<file path="src/hdl/afe_ctrl_pkg.sv">
package afe_ctrl_pkg;

    // ----------------------------------------
    // Register byte offsets
    // ----------------------------------------
    localparam logic [7:0] off_line_mode = 8'h00;
    localparam logic [7:0] off_sync_detect = 8'h04;
    localparam logic [7:0] off_block_disable = 8'h08;
    localparam logic [7:0] off_power_ctrl = 8'h0c;
    localparam logic [7:0] off_soft_reset = 8'h10;
    localparam logic [7:0] off_cycle_reset = 8'h14;
    localparam logic [7:0] off_status = 8'h18;
    localparam logic [7:0] off_red_offset = 8'h20;
    localparam logic [7:0] off_green_offset = 8'h24;
    localparam logic [7:0] off_blue_offset = 8'h28;
    localparam logic [7:0] off_all_offset = 8'h2c;
    localparam logic [7:0] off_red_gain = 8'h30;
    localparam logic [7:0] off_green_gain = 8'h34;
    localparam logic [7:0] off_blue_gain = 8'h38;
    localparam logic [7:0] off_all_gain = 8'h3c;

    // ----------------------------------------
    // Field positions
    // ----------------------------------------
    localparam int lm_line_seq = 0;
    localparam int lm_auto_cycle = 1;
    localparam int lm_force_en = 2;
    localparam int lm_int_clamp = 3;
    localparam int lm_int_colour_lo = 4;
    localparam int lm_forced_lo = 6;
    localparam int sd_detect_en = 0;
    localparam int sd_delay_lo = 1;
    localparam int sd_polarity = 4;

    // ----------------------------------------
    // Reset values
    // ----------------------------------------
    localparam logic [7:0] line_mode_rst = 8'h00;
    localparam logic [7:0] sync_detect_rst = 8'h00;
    localparam logic [3:0] disable_mask_rst = 4'h0;
    localparam logic [7:0] code_rst = 8'h00;

    localparam logic [1:0] colour_red = 2'h0;
    localparam logic [1:0] colour_green = 2'h1;
    localparam logic [1:0] colour_blue = 2'h2;

endpackage : afe_ctrl_pkg

</file>
<file path="src/hdl/afe_line_mode_and_gain_control_regs.sv">
// Function
// - Bit 0 selects line-sequential colour mode
// - Line mode forces mono and red pick
// - Line mode disables green and blue amps
// - Auto-cycle bit makes pin advance colour
// - Auto-cycle stops pin clamping
// - Internal clamp bit governs clamping then
// - Force bit steers input mux only
// - Internal colour field, 11 reserved
// - Forced input colour field, 11 reserved
// - Detect enable picks raw or generated pulse
// - Generated pulse delayed by delay field
// - Polarity bit picks detected pin edge
// - Disable mask acts under selective power down
// - Mask bit one disables its block
// - Per-channel 8-bit offset codes
// - Broadcast offset write loads all three
// - Per-channel 8-bit gain codes
// - Broadcast gain write loads all three
// - Cycle reset write returns counter to red
// - Selective power down enables mask
// - Soft reset write restores all defaults
`timescale 1ns/1ns

module afe_line_mode_and_gain_control_regs #(
    parameter int delay_width = 3
) (
    // Clock, reset, enable
    input wire logic sys_clk,
    input wire logic reset_n,
    input wire logic clk_en,
    // APB slave
    input wire logic psel,
    input wire logic penable,
    input wire logic pwrite,
    input wire logic [7:0] paddr,
    input wire logic [31:0] pwdata,
    output logic [31:0] prdata,
    output logic pready,
    output logic pslverr,
    // Sensor pins
    input wire logic clamp_or_cycle_pin,
    input wire logic video_sample_pulse,
    // Settings from other setup registers
    input wire logic mono_select,
    input wire logic [1:0] mono_colour_pick,
    // Analogue controls
    output logic mono_effective,
    output logic [1:0] mono_colour_effective,
    output logic [1:0] input_mux_sel,
    output logic [1:0] gain_offset_mux_sel,
    output logic reset_level_clamp,
    output logic timing_sample_pulse,
    output logic red_block_off,
    output logic green_block_off,
    output logic blue_block_off,
    output logic green_amp_off,
    output logic blue_amp_off,
    output logic converter_off,
    output logic [7:0] red_offset,
    output logic [7:0] green_offset,
    output logic [7:0] blue_offset,
    output logic [7:0] red_gain,
    output logic [7:0] green_gain,
    output logic [7:0] blue_gain
);

    // ----------------------------------------
    // State
    // ----------------------------------------
    typedef struct packed {
        logic [7:0] line_mode;
        logic [7:0] sync_detect;
        logic [3:0] disable_mask;
        logic sel_power_down;
        logic [2:0][7:0] offset_code;
        logic [2:0][7:0] gain_code;
        logic [1:0] cycle_colour;
        logic pin_prev;
        logic [8:0] pulse_shift;
        logic [31:0] prdata;
        logic pready;
        logic pslverr;
        logic mono_eff;
        logic [1:0] mono_pick_eff;
        logic [1:0] in_mux;
        logic [1:0] go_mux;
        logic clamp;
        logic sample_out;
        logic [3:0] blk_off;
        logic green_amp_off;
        logic blue_amp_off;
        logic [2:0][7:0] off_out;
        logic [2:0][7:0] gain_out;
    } state_t;

    logic [1:0] rst_sync_q;
    logic rst_n;
    state_t s_q;
    state_t s_d;


    // ----------------------------------------
    // Reset synchroniser
    // ----------------------------------------
    // Reset released through two flops to avoid a metastable release
    always_ff @(posedge sys_clk or negedge reset_n)
    begin
        if (!reset_n)
            rst_sync_q <= 2'b00;
        else
            rst_sync_q <= {rst_sync_q[0], 1'b1};
    end
    assign rst_n = rst_sync_q[1];

    // ----------------------------------------
    // Functions
    // ----------------------------------------

    // Next colour of the auto-cycle, wrapping blue back to red
    function automatic logic [1:0] next_colour(input logic [1:0] c);
        next_colour = (c == afe_ctrl_pkg::colour_blue) ? afe_ctrl_pkg::colour_red : 2'(c + 2'h1);
    endfunction : next_colour

    function automatic state_t defaults();
        state_t d;
        d = '0;
        d.line_mode = afe_ctrl_pkg::line_mode_rst;
        d.sync_detect = afe_ctrl_pkg::sync_detect_rst;
        d.disable_mask = afe_ctrl_pkg::disable_mask_rst;
        d.offset_code = {3{afe_ctrl_pkg::code_rst}};
        d.gain_code = {3{afe_ctrl_pkg::code_rst}};
        d.cycle_colour = afe_ctrl_pkg::colour_red;
        d.pready = 1'b1;
        return d;
    endfunction : defaults

    // ----------------------------------------
    // Next state
    // ----------------------------------------
    always_comb
    begin
        logic wr;
        logic rd;
        logic line_seq;
        logic auto_cyc;
        logic det_en;
        logic edge_hit;
        logic [2:0] dly;
        logic [8:0] shift;
        logic [31:0] rdv;
        logic mapped;
        wr = 1'b0;
        rd = 1'b0;
        line_seq = 1'b0;
        auto_cyc = 1'b0;
        det_en = 1'b0;
        edge_hit = 1'b0;
        dly = 3'h0;
        shift = 9'h000;
        rdv = 32'h0;
        mapped = 1'b1;
        s_d = s_q;
        wr = psel && penable && pwrite;
        rd = psel && !penable && !pwrite;
        s_d.pslverr = 1'b0;

        // ----------------------------------------
        // Bus decode
        // ----------------------------------------
        // Register decode, zero wait states
        case (paddr)
            afe_ctrl_pkg::off_line_mode: rdv = {24'h0, s_q.line_mode};
            afe_ctrl_pkg::off_sync_detect: rdv = {27'h0, s_q.sync_detect[4:0]};
            afe_ctrl_pkg::off_block_disable: rdv = {28'h0, s_q.disable_mask};
            afe_ctrl_pkg::off_power_ctrl: rdv = {31'h0, s_q.sel_power_down};
            afe_ctrl_pkg::off_status: rdv = {30'h0, s_q.cycle_colour};
            afe_ctrl_pkg::off_red_offset: rdv = {24'h0, s_q.offset_code[0]};
            afe_ctrl_pkg::off_green_offset: rdv = {24'h0, s_q.offset_code[1]};
            afe_ctrl_pkg::off_blue_offset: rdv = {24'h0, s_q.offset_code[2]};
            afe_ctrl_pkg::off_red_gain: rdv = {24'h0, s_q.gain_code[0]};
            afe_ctrl_pkg::off_green_gain: rdv = {24'h0, s_q.gain_code[1]};
            afe_ctrl_pkg::off_blue_gain: rdv = {24'h0, s_q.gain_code[2]};
            afe_ctrl_pkg::off_soft_reset,
            afe_ctrl_pkg::off_cycle_reset,
            afe_ctrl_pkg::off_all_offset,
            afe_ctrl_pkg::off_all_gain: rdv = 32'h0;
            default: mapped = 1'b0;
        endcase
        // Answer loaded in the setup cycle so it stands through the access phase
        if (rd)
            s_d.prdata = rdv;
        if (psel && !penable && !mapped)
            s_d.pslverr = 1'b1;

        // ----------------------------------------
        // Register writes
        // ----------------------------------------

        if (wr)
        begin
            case (paddr)
                afe_ctrl_pkg::off_line_mode: s_d.line_mode = pwdata[7:0];
                afe_ctrl_pkg::off_sync_detect: s_d.sync_detect = {3'h0, pwdata[4:0]};
                afe_ctrl_pkg::off_block_disable: s_d.disable_mask = pwdata[3:0];
                afe_ctrl_pkg::off_power_ctrl: s_d.sel_power_down = pwdata[0];
                afe_ctrl_pkg::off_red_offset: s_d.offset_code[0] = pwdata[7:0];
                afe_ctrl_pkg::off_green_offset: s_d.offset_code[1] = pwdata[7:0];
                afe_ctrl_pkg::off_blue_offset: s_d.offset_code[2] = pwdata[7:0];
                afe_ctrl_pkg::off_all_offset: s_d.offset_code = {3{pwdata[7:0]}};
                afe_ctrl_pkg::off_red_gain: s_d.gain_code[0] = pwdata[7:0];
                afe_ctrl_pkg::off_green_gain: s_d.gain_code[1] = pwdata[7:0];
                afe_ctrl_pkg::off_blue_gain: s_d.gain_code[2] = pwdata[7:0];
                afe_ctrl_pkg::off_all_gain: s_d.gain_code = {3{pwdata[7:0]}};
                default: s_d.line_mode = s_d.line_mode;
            endcase
        end

        // ----------------------------------------
        // Auto-cycle
        // ----------------------------------------

        line_seq = s_q.line_mode[afe_ctrl_pkg::lm_line_seq];
        auto_cyc = line_seq && s_q.line_mode[afe_ctrl_pkg::lm_auto_cycle];

        if (auto_cyc && clamp_or_cycle_pin && !s_q.pin_prev)
            s_d.cycle_colour = next_colour(s_q.cycle_colour);
        if (wr && paddr == afe_ctrl_pkg::off_cycle_reset)
            s_d.cycle_colour = afe_ctrl_pkg::colour_red;
        s_d.pin_prev = clamp_or_cycle_pin;

        // ----------------------------------------
        // Effective controls
        // ----------------------------------------

        s_d.mono_eff = line_seq ? 1'b1 : mono_select;
        s_d.mono_pick_eff = line_seq ? afe_ctrl_pkg::colour_red : mono_colour_pick;

        // colour for gain and offset: mono pick, cycle colour or internal colour field
        if (!line_seq)
            s_d.go_mux = mono_colour_pick;
        else if (auto_cyc)
            s_d.go_mux = s_q.cycle_colour;
        else
            s_d.go_mux = s_q.line_mode[afe_ctrl_pkg::lm_int_colour_lo +: 2];
        if (line_seq && s_q.line_mode[afe_ctrl_pkg::lm_force_en])
            s_d.in_mux = s_q.line_mode[afe_ctrl_pkg::lm_forced_lo +: 2];
        else
            s_d.in_mux = s_d.go_mux;

        s_d.clamp = auto_cyc ? s_q.line_mode[afe_ctrl_pkg::lm_int_clamp] : clamp_or_cycle_pin;

        // ----------------------------------------
        // Power down
        // ----------------------------------------

        s_d.green_amp_off = line_seq;
        s_d.blue_amp_off = line_seq;

        s_d.blk_off = s_q.sel_power_down ? s_q.disable_mask : 4'h0;

        // ----------------------------------------
        // Sample pulse
        // ----------------------------------------

        det_en = s_q.sync_detect[afe_ctrl_pkg::sd_detect_en];
        dly = s_q.sync_detect[afe_ctrl_pkg::sd_delay_lo +: 3];
        edge_hit = s_q.sync_detect[afe_ctrl_pkg::sd_polarity]
            ? (video_sample_pulse && !s_q.pulse_shift[0])
            : (!video_sample_pulse && s_q.pulse_shift[0]);
        // delay by field periods
        // Nine taps so the longest delay of seven still has a stage to read
        shift = {s_q.pulse_shift[7:1], edge_hit, video_sample_pulse};
        s_d.pulse_shift = shift;
        s_d.sample_out = det_en ? shift[4'(dly) + 4'h1] : video_sample_pulse;

        s_d.off_out = s_d.offset_code;
        s_d.gain_out = s_d.gain_code;

        // ----------------------------------------
        // Soft reset
        // ----------------------------------------

        if (wr && paddr == afe_ctrl_pkg::off_soft_reset)
        begin
            s_d = defaults();
            s_d.pin_prev = clamp_or_cycle_pin;
            // Derived controls keep following their inputs, as in normal mode
            s_d.mono_eff = mono_select;
            s_d.mono_pick_eff = mono_colour_pick;
            s_d.go_mux = mono_colour_pick;
            s_d.in_mux = mono_colour_pick;
            s_d.clamp = clamp_or_cycle_pin;
            s_d.sample_out = video_sample_pulse;
            s_d.pulse_shift[0] = video_sample_pulse;
        end
    end

    // ----------------------------------------
    // State register
    // ----------------------------------------
    // Clock enable low freezes the bus as well, so a master must hold its request
    always_ff @(posedge sys_clk or negedge rst_n)
    begin
        if (!rst_n)
            s_q <= '{pready: 1'b1, default: '0};
        else if (clk_en)
            s_q <= s_d;
    end

    // ----------------------------------------
    // Outputs
    // ----------------------------------------
    assign prdata = s_q.prdata;
    assign pready = s_q.pready;
    assign pslverr = s_q.pslverr;

    // ----------------------------------------
    // Analogue controls
    // ----------------------------------------
    assign mono_effective = s_q.mono_eff;
    assign mono_colour_effective = s_q.mono_pick_eff;
    assign input_mux_sel = s_q.in_mux;
    assign gain_offset_mux_sel = s_q.go_mux;
    assign reset_level_clamp = s_q.clamp;
    assign timing_sample_pulse = s_q.sample_out;

    // ----------------------------------------
    // Block disables
    // ----------------------------------------
    assign red_block_off = s_q.blk_off[0];
    assign green_block_off = s_q.blk_off[1];
    assign blue_block_off = s_q.blk_off[2];
    assign converter_off = s_q.blk_off[3];
    assign green_amp_off = s_q.green_amp_off;
    assign blue_amp_off = s_q.blue_amp_off;

    // ----------------------------------------
    // Offset and gain codes
    // ----------------------------------------
    assign red_offset = s_q.off_out[0];
    assign green_offset = s_q.off_out[1];
    assign blue_offset = s_q.off_out[2];
    assign red_gain = s_q.gain_out[0];
    assign green_gain = s_q.gain_out[1];
    assign blue_gain = s_q.gain_out[2];

endmodule : afe_line_mode_and_gain_control_regs

</file>
<file path="config.mk">
export PLATFORM = sky130hd
export DESIGN_NAME = afe_line_mode_and_gain_control_regs
export DESIGN_NICKNAME = d
export VERILOG_FILES = /design/src/hdl/afe_ctrl_pkg.sv /design/src/hdl/afe_line_mode_and_gain_control_regs.sv
export SDC_FILE = /design/constraint.sdc
export NUM_CORES = 1
export LEC_CHECK = 0
export BUFFER_PORTS_ARGS = -buffer_cell sky130_fd_sc_hd__buf_2
export CAP_MARGIN = 10
export CORE_UTILIZATION = 30
export CTS_CLUSTER_SIZE = 16
export DETAILED_ROUTE_END_ITERATION = 16
export PLACE_DENSITY = 0.51
export SKIP_LAST_GASP = 1
export SLEW_MARGIN = 25
export SYNTH_ARGS = -nofsm -noshare
export SYNTH_HDL_FRONTEND = slang
export SYNTH_SLANG_ARGS = --single-unit
</file>
<file path="constraint.sdc">
create_clock -name sys_clk -period 3.6 [get_ports sys_clk]
set_input_delay 0.36 -clock sys_clk [delete_from_list [all_inputs] [get_ports sys_clk]]
set_output_delay 0.36 -clock sys_clk [all_outputs]
set_load 0.005 [all_outputs]
</file>
After elaboration in Yosys (flattened, before gate mapping)
Cells that the tools add are included.

Output and inout port bits: 97. Input bits: 51. Logic and storage cells: 119. Register bits after elaboration: 175.

Equality and inequality tests: 15. Reductions and logical operators: 40. Add/subtract/negate cells: 2. Muxes and demuxes: 30. Order comparisons: 1.

Operators by type and width (number): $mux W178 (1); $pmux W8 S11 (1); $mux W69 (1); $eq A8 B6 Y1 const B (8); $mux W8 (8); $mux W32 (1); $eq A8 B5 Y1 const B (3); $eq A8 B4 Y1 const B (2); $reduce_or A15 Y1 (1); $mux W2 (7); $logic_and A1 B1 Y1 (13); $reduce_and A3 Y1 (4); $reduce_bool A2 Y1 (6); $reduce_or A2 Y1 (6); $eq A8 B3 Y1 const B (1); $logic_not A8 Y1 (1); $mux W1 (8); $mux W4 (2); $logic_not A1 Y1 (6); $lt A4 B5 Y1 const B (1); $add A3 B1 Y4 const B (1); $bmux W1 S4 (1); $reduce_and A2 Y1 (2); $reduce_bool A3 Y1 (1); 2 further kinds (2).

Logic depth before layout (Yosys ltp)
Depth after elaboration: 7. Gate-level depth with buffers: 6. Gate-level depth less buffers: 5.

Worst setup path after synthesis
No wires, ideal clock.

Path kind: input to register. Start: in paddr[7]. End: reg s_q[117] (netlist bit). Path buffers: 2. Library setup time: 125 ps. Data required time: 3475 ps. Arrival: 2103 ps. Stages on the path: 6. Slack: 1372 ps. Cells stage by stage: buf_2 -> or4b_4 -> or3_1 -> buf_2 -> a21oi_4 -> mux2_2.

Cells in the longest elaborated chain, start to end: 5. Elaborated cells between the ends (all ways): 8. Those cells by class: eq/ne: 3; mux: 3; reduce/logical: 2.

Ends and longest elaborated chain: from (decl) (line afe_line_mode_and_gain_control_regs.sv:36) `input wire logic [7:0] paddr,`; $eq A8 B6 Y1 (line afe_line_mode_and_gain_control_regs.sv:202) `case (paddr)`; $reduce_or A2 Y1 (no line); $mux W8 (line afe_line_mode_and_gain_control_regs.sv:202); $mux W69 (line afe_line_mode_and_gain_control_regs.sv:200) `if (wr)`; $mux W178 (*) (line afe_line_mode_and_gain_control_regs.sv:284) `if (wr && paddr == afe_ctrl_pkg::off_soft_reset)`; to (signal assigned) (line afe_line_mode_and_gain_control_regs.sv:306) `s_q <= '{pready: 1'b1, default: '0};`; to (signal assigned) (line afe_line_mode_and_gain_control_regs.sv:308) `s_q <= s_d;`; to (decl) (line afe_line_mode_and_gain_control_regs.sv:99) `state_t s_q;`.

Mark *: on every way between the ends. The rest lies on a longest branch, timed or not. The select of a mux whose other input is x is not followed. A chain may end at the register's enable or synchronous reset.

Final worst setup path
Start: in paddr[4]. End: reg s_q[145] (netlist bit).

The elaborated chain is that of the path after synthesis.

==> flow_summary.yaml <==
outcome:
  status: "finished clean"
clock_network:
  clk_latency_ns: 0.35
  cts-root-buf: "clkbuf_16"
  cts_buffer_depth: 2
  cts_tree: "built"
  cts_inserted_buffers: 9
  clkSinkCount: 102
  htree_levels: 3
  clk_pin_slew_ns: 0.07
synthesis:
  synth_top_cell_by_area: "dfrtp_1"
  synth_area_um2: 5797
  synthTopCellsByCount: "dfrtp_1, buf_4, mux2_2"
  syn_avg_cell_area_um2: 10.79
  synth_sequential_area_ratio_pct: 44.03
  ys.flop_type: "dfrtp_1"
  synth_most_common_cell: "dfrtp_1"
  postSynthCellCount: 537
  async_flop_share_pct: 100.0
  synth-seq-cells: 102
  ys_types: 59
  synthTopCellsByArea: "dfrtp_1, mux2_2, buf_4"
  synth_top_area_share_pct: 44.03
  yosys_warnings: 0
  synth_edf_count: 0
sta:
  max_freq_mhz: 416.4
  finalHoldViolations: 0
  drv_slew: 0
  period_needed_ns: 2.402
  setup-tns-final_ns: 0
  worst_pin_slew_ns: 0.9461
  rsz0062_at_grt: "false"
  fin_skew_ns: 0.006397
  worst_slack_ns: 1.198
  slew_headroom_pct: 36.44
  period_share_pct: 66.71
  setup_viol: 0
  whs_ns: 0.2798
layout:
  finalInstanceArea_um2: 6390
  layout-drive-gt1-share_pct: 35.30
  diodes: 0
  fin_nets: 622
  area_growth_pct: 10.23
grt:
  track_usage_pct: 16.76
  grt_pass1_vias: 4294
  antenna_found_initial: 0
  grt_max_degree: 59
  grt_pass1_wl_um: 25170
  grt-ovfl-total: 0
setup_path:
  cpLargestDelayFamily: "simple AND/OR/NAND/NOR gates"
  rr_worst_depth: 4
  crit_chain: "buf_2 -> or4b_4 -> or3_1 -> a21oi_4 -> mux2_2"
  r2r_end: "timing_sample_pulse"
  start_kind: "input pin"
  critPathMaxFanout: 23
  crit_buf_inv: 1
  max_stage_delay_ns: 0.57
  worstPathArrival_ns: 2.63
  worst_setup_path_end_kind: "flop"
  critPathSlowestCell: "or4b_4"
  required_ns: 3.83
  r2r_setup_slack_ns: 1.80
  criticalPathCategory: "in2reg"
  worstReg2RegStart: "s_q[163]"
placed_design:
  place_congestion: 0.8707
  hpwl_um: 12030
  place_area_um2: 6037
  port_buffers: 98
  pre_cts_slack_ns: 0.8526
drt:
  ant_nets: 0
  first_pass_iters: 5
  num_vias: 4182
  drc: 0
  via_per_inst: 5.008
  avgRoutedWirePerCell_um: 19.27
  drt_iter0_drc: 320
  drt_wl_total_um: 16090
floorplanning:
  ios: 148
  num_rows: 50
  die_h_um: 141.0
  core_um2: 18830
  initial_utilization_pct: 30.78
  die_w_um: 141.0
  die_area_um2: 19880
job:
  max_cap_violations: 0
pwr:
  clkPwrFrac_pct: 43.2
  p_leak_nw: 3.052
  totalPowerFinal_mw: 2.558
  p_int_mw: 1.946
  switchingPower_mw: 0.6126
  seqPwrFrac_pct: 48.3
  powerDensity_nw_per_um2: 400.4
  ir_drop_v: 0.0002151
  combPwrFrac_pct: 8.4
  sw_frac_of_total_pct: 23.94
min_path:
  min_path_cells: 2
  hold_start: "clamp_or_cycle_pin"
  hold_path.class: "in2reg"
  min_to: "s_q[106]"
## layer usage
metal,up-vias,wire length [µm],global-route usage [%]
li1,1913,-,-
met2,151,7877,27.99
met4,0,284,5.606
met3,19,812,3.091
met1,2099,7119,21.80
met5,-,0,0
## cell families (layout without fill, tap and decap cells)
group                    after synthesis  count (layout)  synth area share, %
AO/OA/AOI/OAI                         97              97                12.73
adder cells (fa/ha/maj)                1               1               0.2158
buffers and inverters                119             133                13.49
flip-flops                           102             102                44.03
multiplexers                          89              89                16.94
other                                  2              26               0.1296
AND/OR/NAND/NOR                      127             127                12.45
## layout by cell type (no fill, tap or decap), drive strengths merged, types with 13 or more instances in the layout
master	instances
buf	110
dfrtp	102
mux2	63
nand2	36
conb	26
mux2i	25
o21ai	22
nor2	19
o2bb2ai	14
nand3	13
## stage by stage
step	util [%]	std cells
final	33.93	835
after global routing	33.93	835
after CTS	33.93	835
after detailed placement	32.06	818
after global placement	32.06	818
after floorplan	-	561
## power by group through the flow
stage / Sequential (mW) / Clock, mW / Combinational, mW
2_1_floorplan: 1.25 / 0 / 0.169
3_3_place_gp: 1.26 / 0 / 0.212
3_5_place_dp: 1.26 / 0 / 0.216
4_1_cts: 1.24 / 1.13 / 0.218
5_1_grt: 1.25 / 1.18 / 0.240
6_report: 1.24 / 1.11 / 0.216
## how the worst max path moves through the flow
stage | start | to | slack, ns | cells past startpoint
floorplan | rst_sync_q[1] | blue_block_off | 0.55 | 0
global placement | paddr[4] | s_q[147] | 0.86 | 5
detailed placement | paddr[4] | s_q[118] | 0.85 | 5
CTS | paddr[4] | s_q[118] | 1.21 | 5
global route | paddr[4] | s_q[122] | 1.14 | 5
finish | paddr[4] | s_q[145] | 1.20 | 5
## sequential cells by signal, summed over array words and instances (netlist names)
register	count
s_q	77
prdata	8
gain_offset_mux_sel	2
input_mux_sel	2
mono_colour_effective	2
rst_sync_q	2
blue_block_off	1
converter_off	1
green_amp_off	1
green_block_off	1
mono_effective	1
pslverr	1
red_block_off	1
reset_level_clamp	1
timing_sample_pulse	1
## repair_timing
item,4_1_cts,5_1_grt
gates resized for setup,0,0
endpoints found under the hold margin,2,0
hold buffers,1,0
buffers inserted,0,0
## area by class of cell
| cell class | instances | area (µm²) |
|---|---|---|
| well taps | 260 | 325.3 |
| clock inverters | 4 | 76.32 |
| repair buffers | 111 | 590.6 |
| clock buffers | 12 | 266.5 |
| flip-flops and latches | 102 | 2556 |
| inverters | 6 | 22.52 |
| fillers | 1918 | 12440 |
| multi-input cells | 340 | 2552 |
No activity file was read; power rests on OpenSTA's default activity.
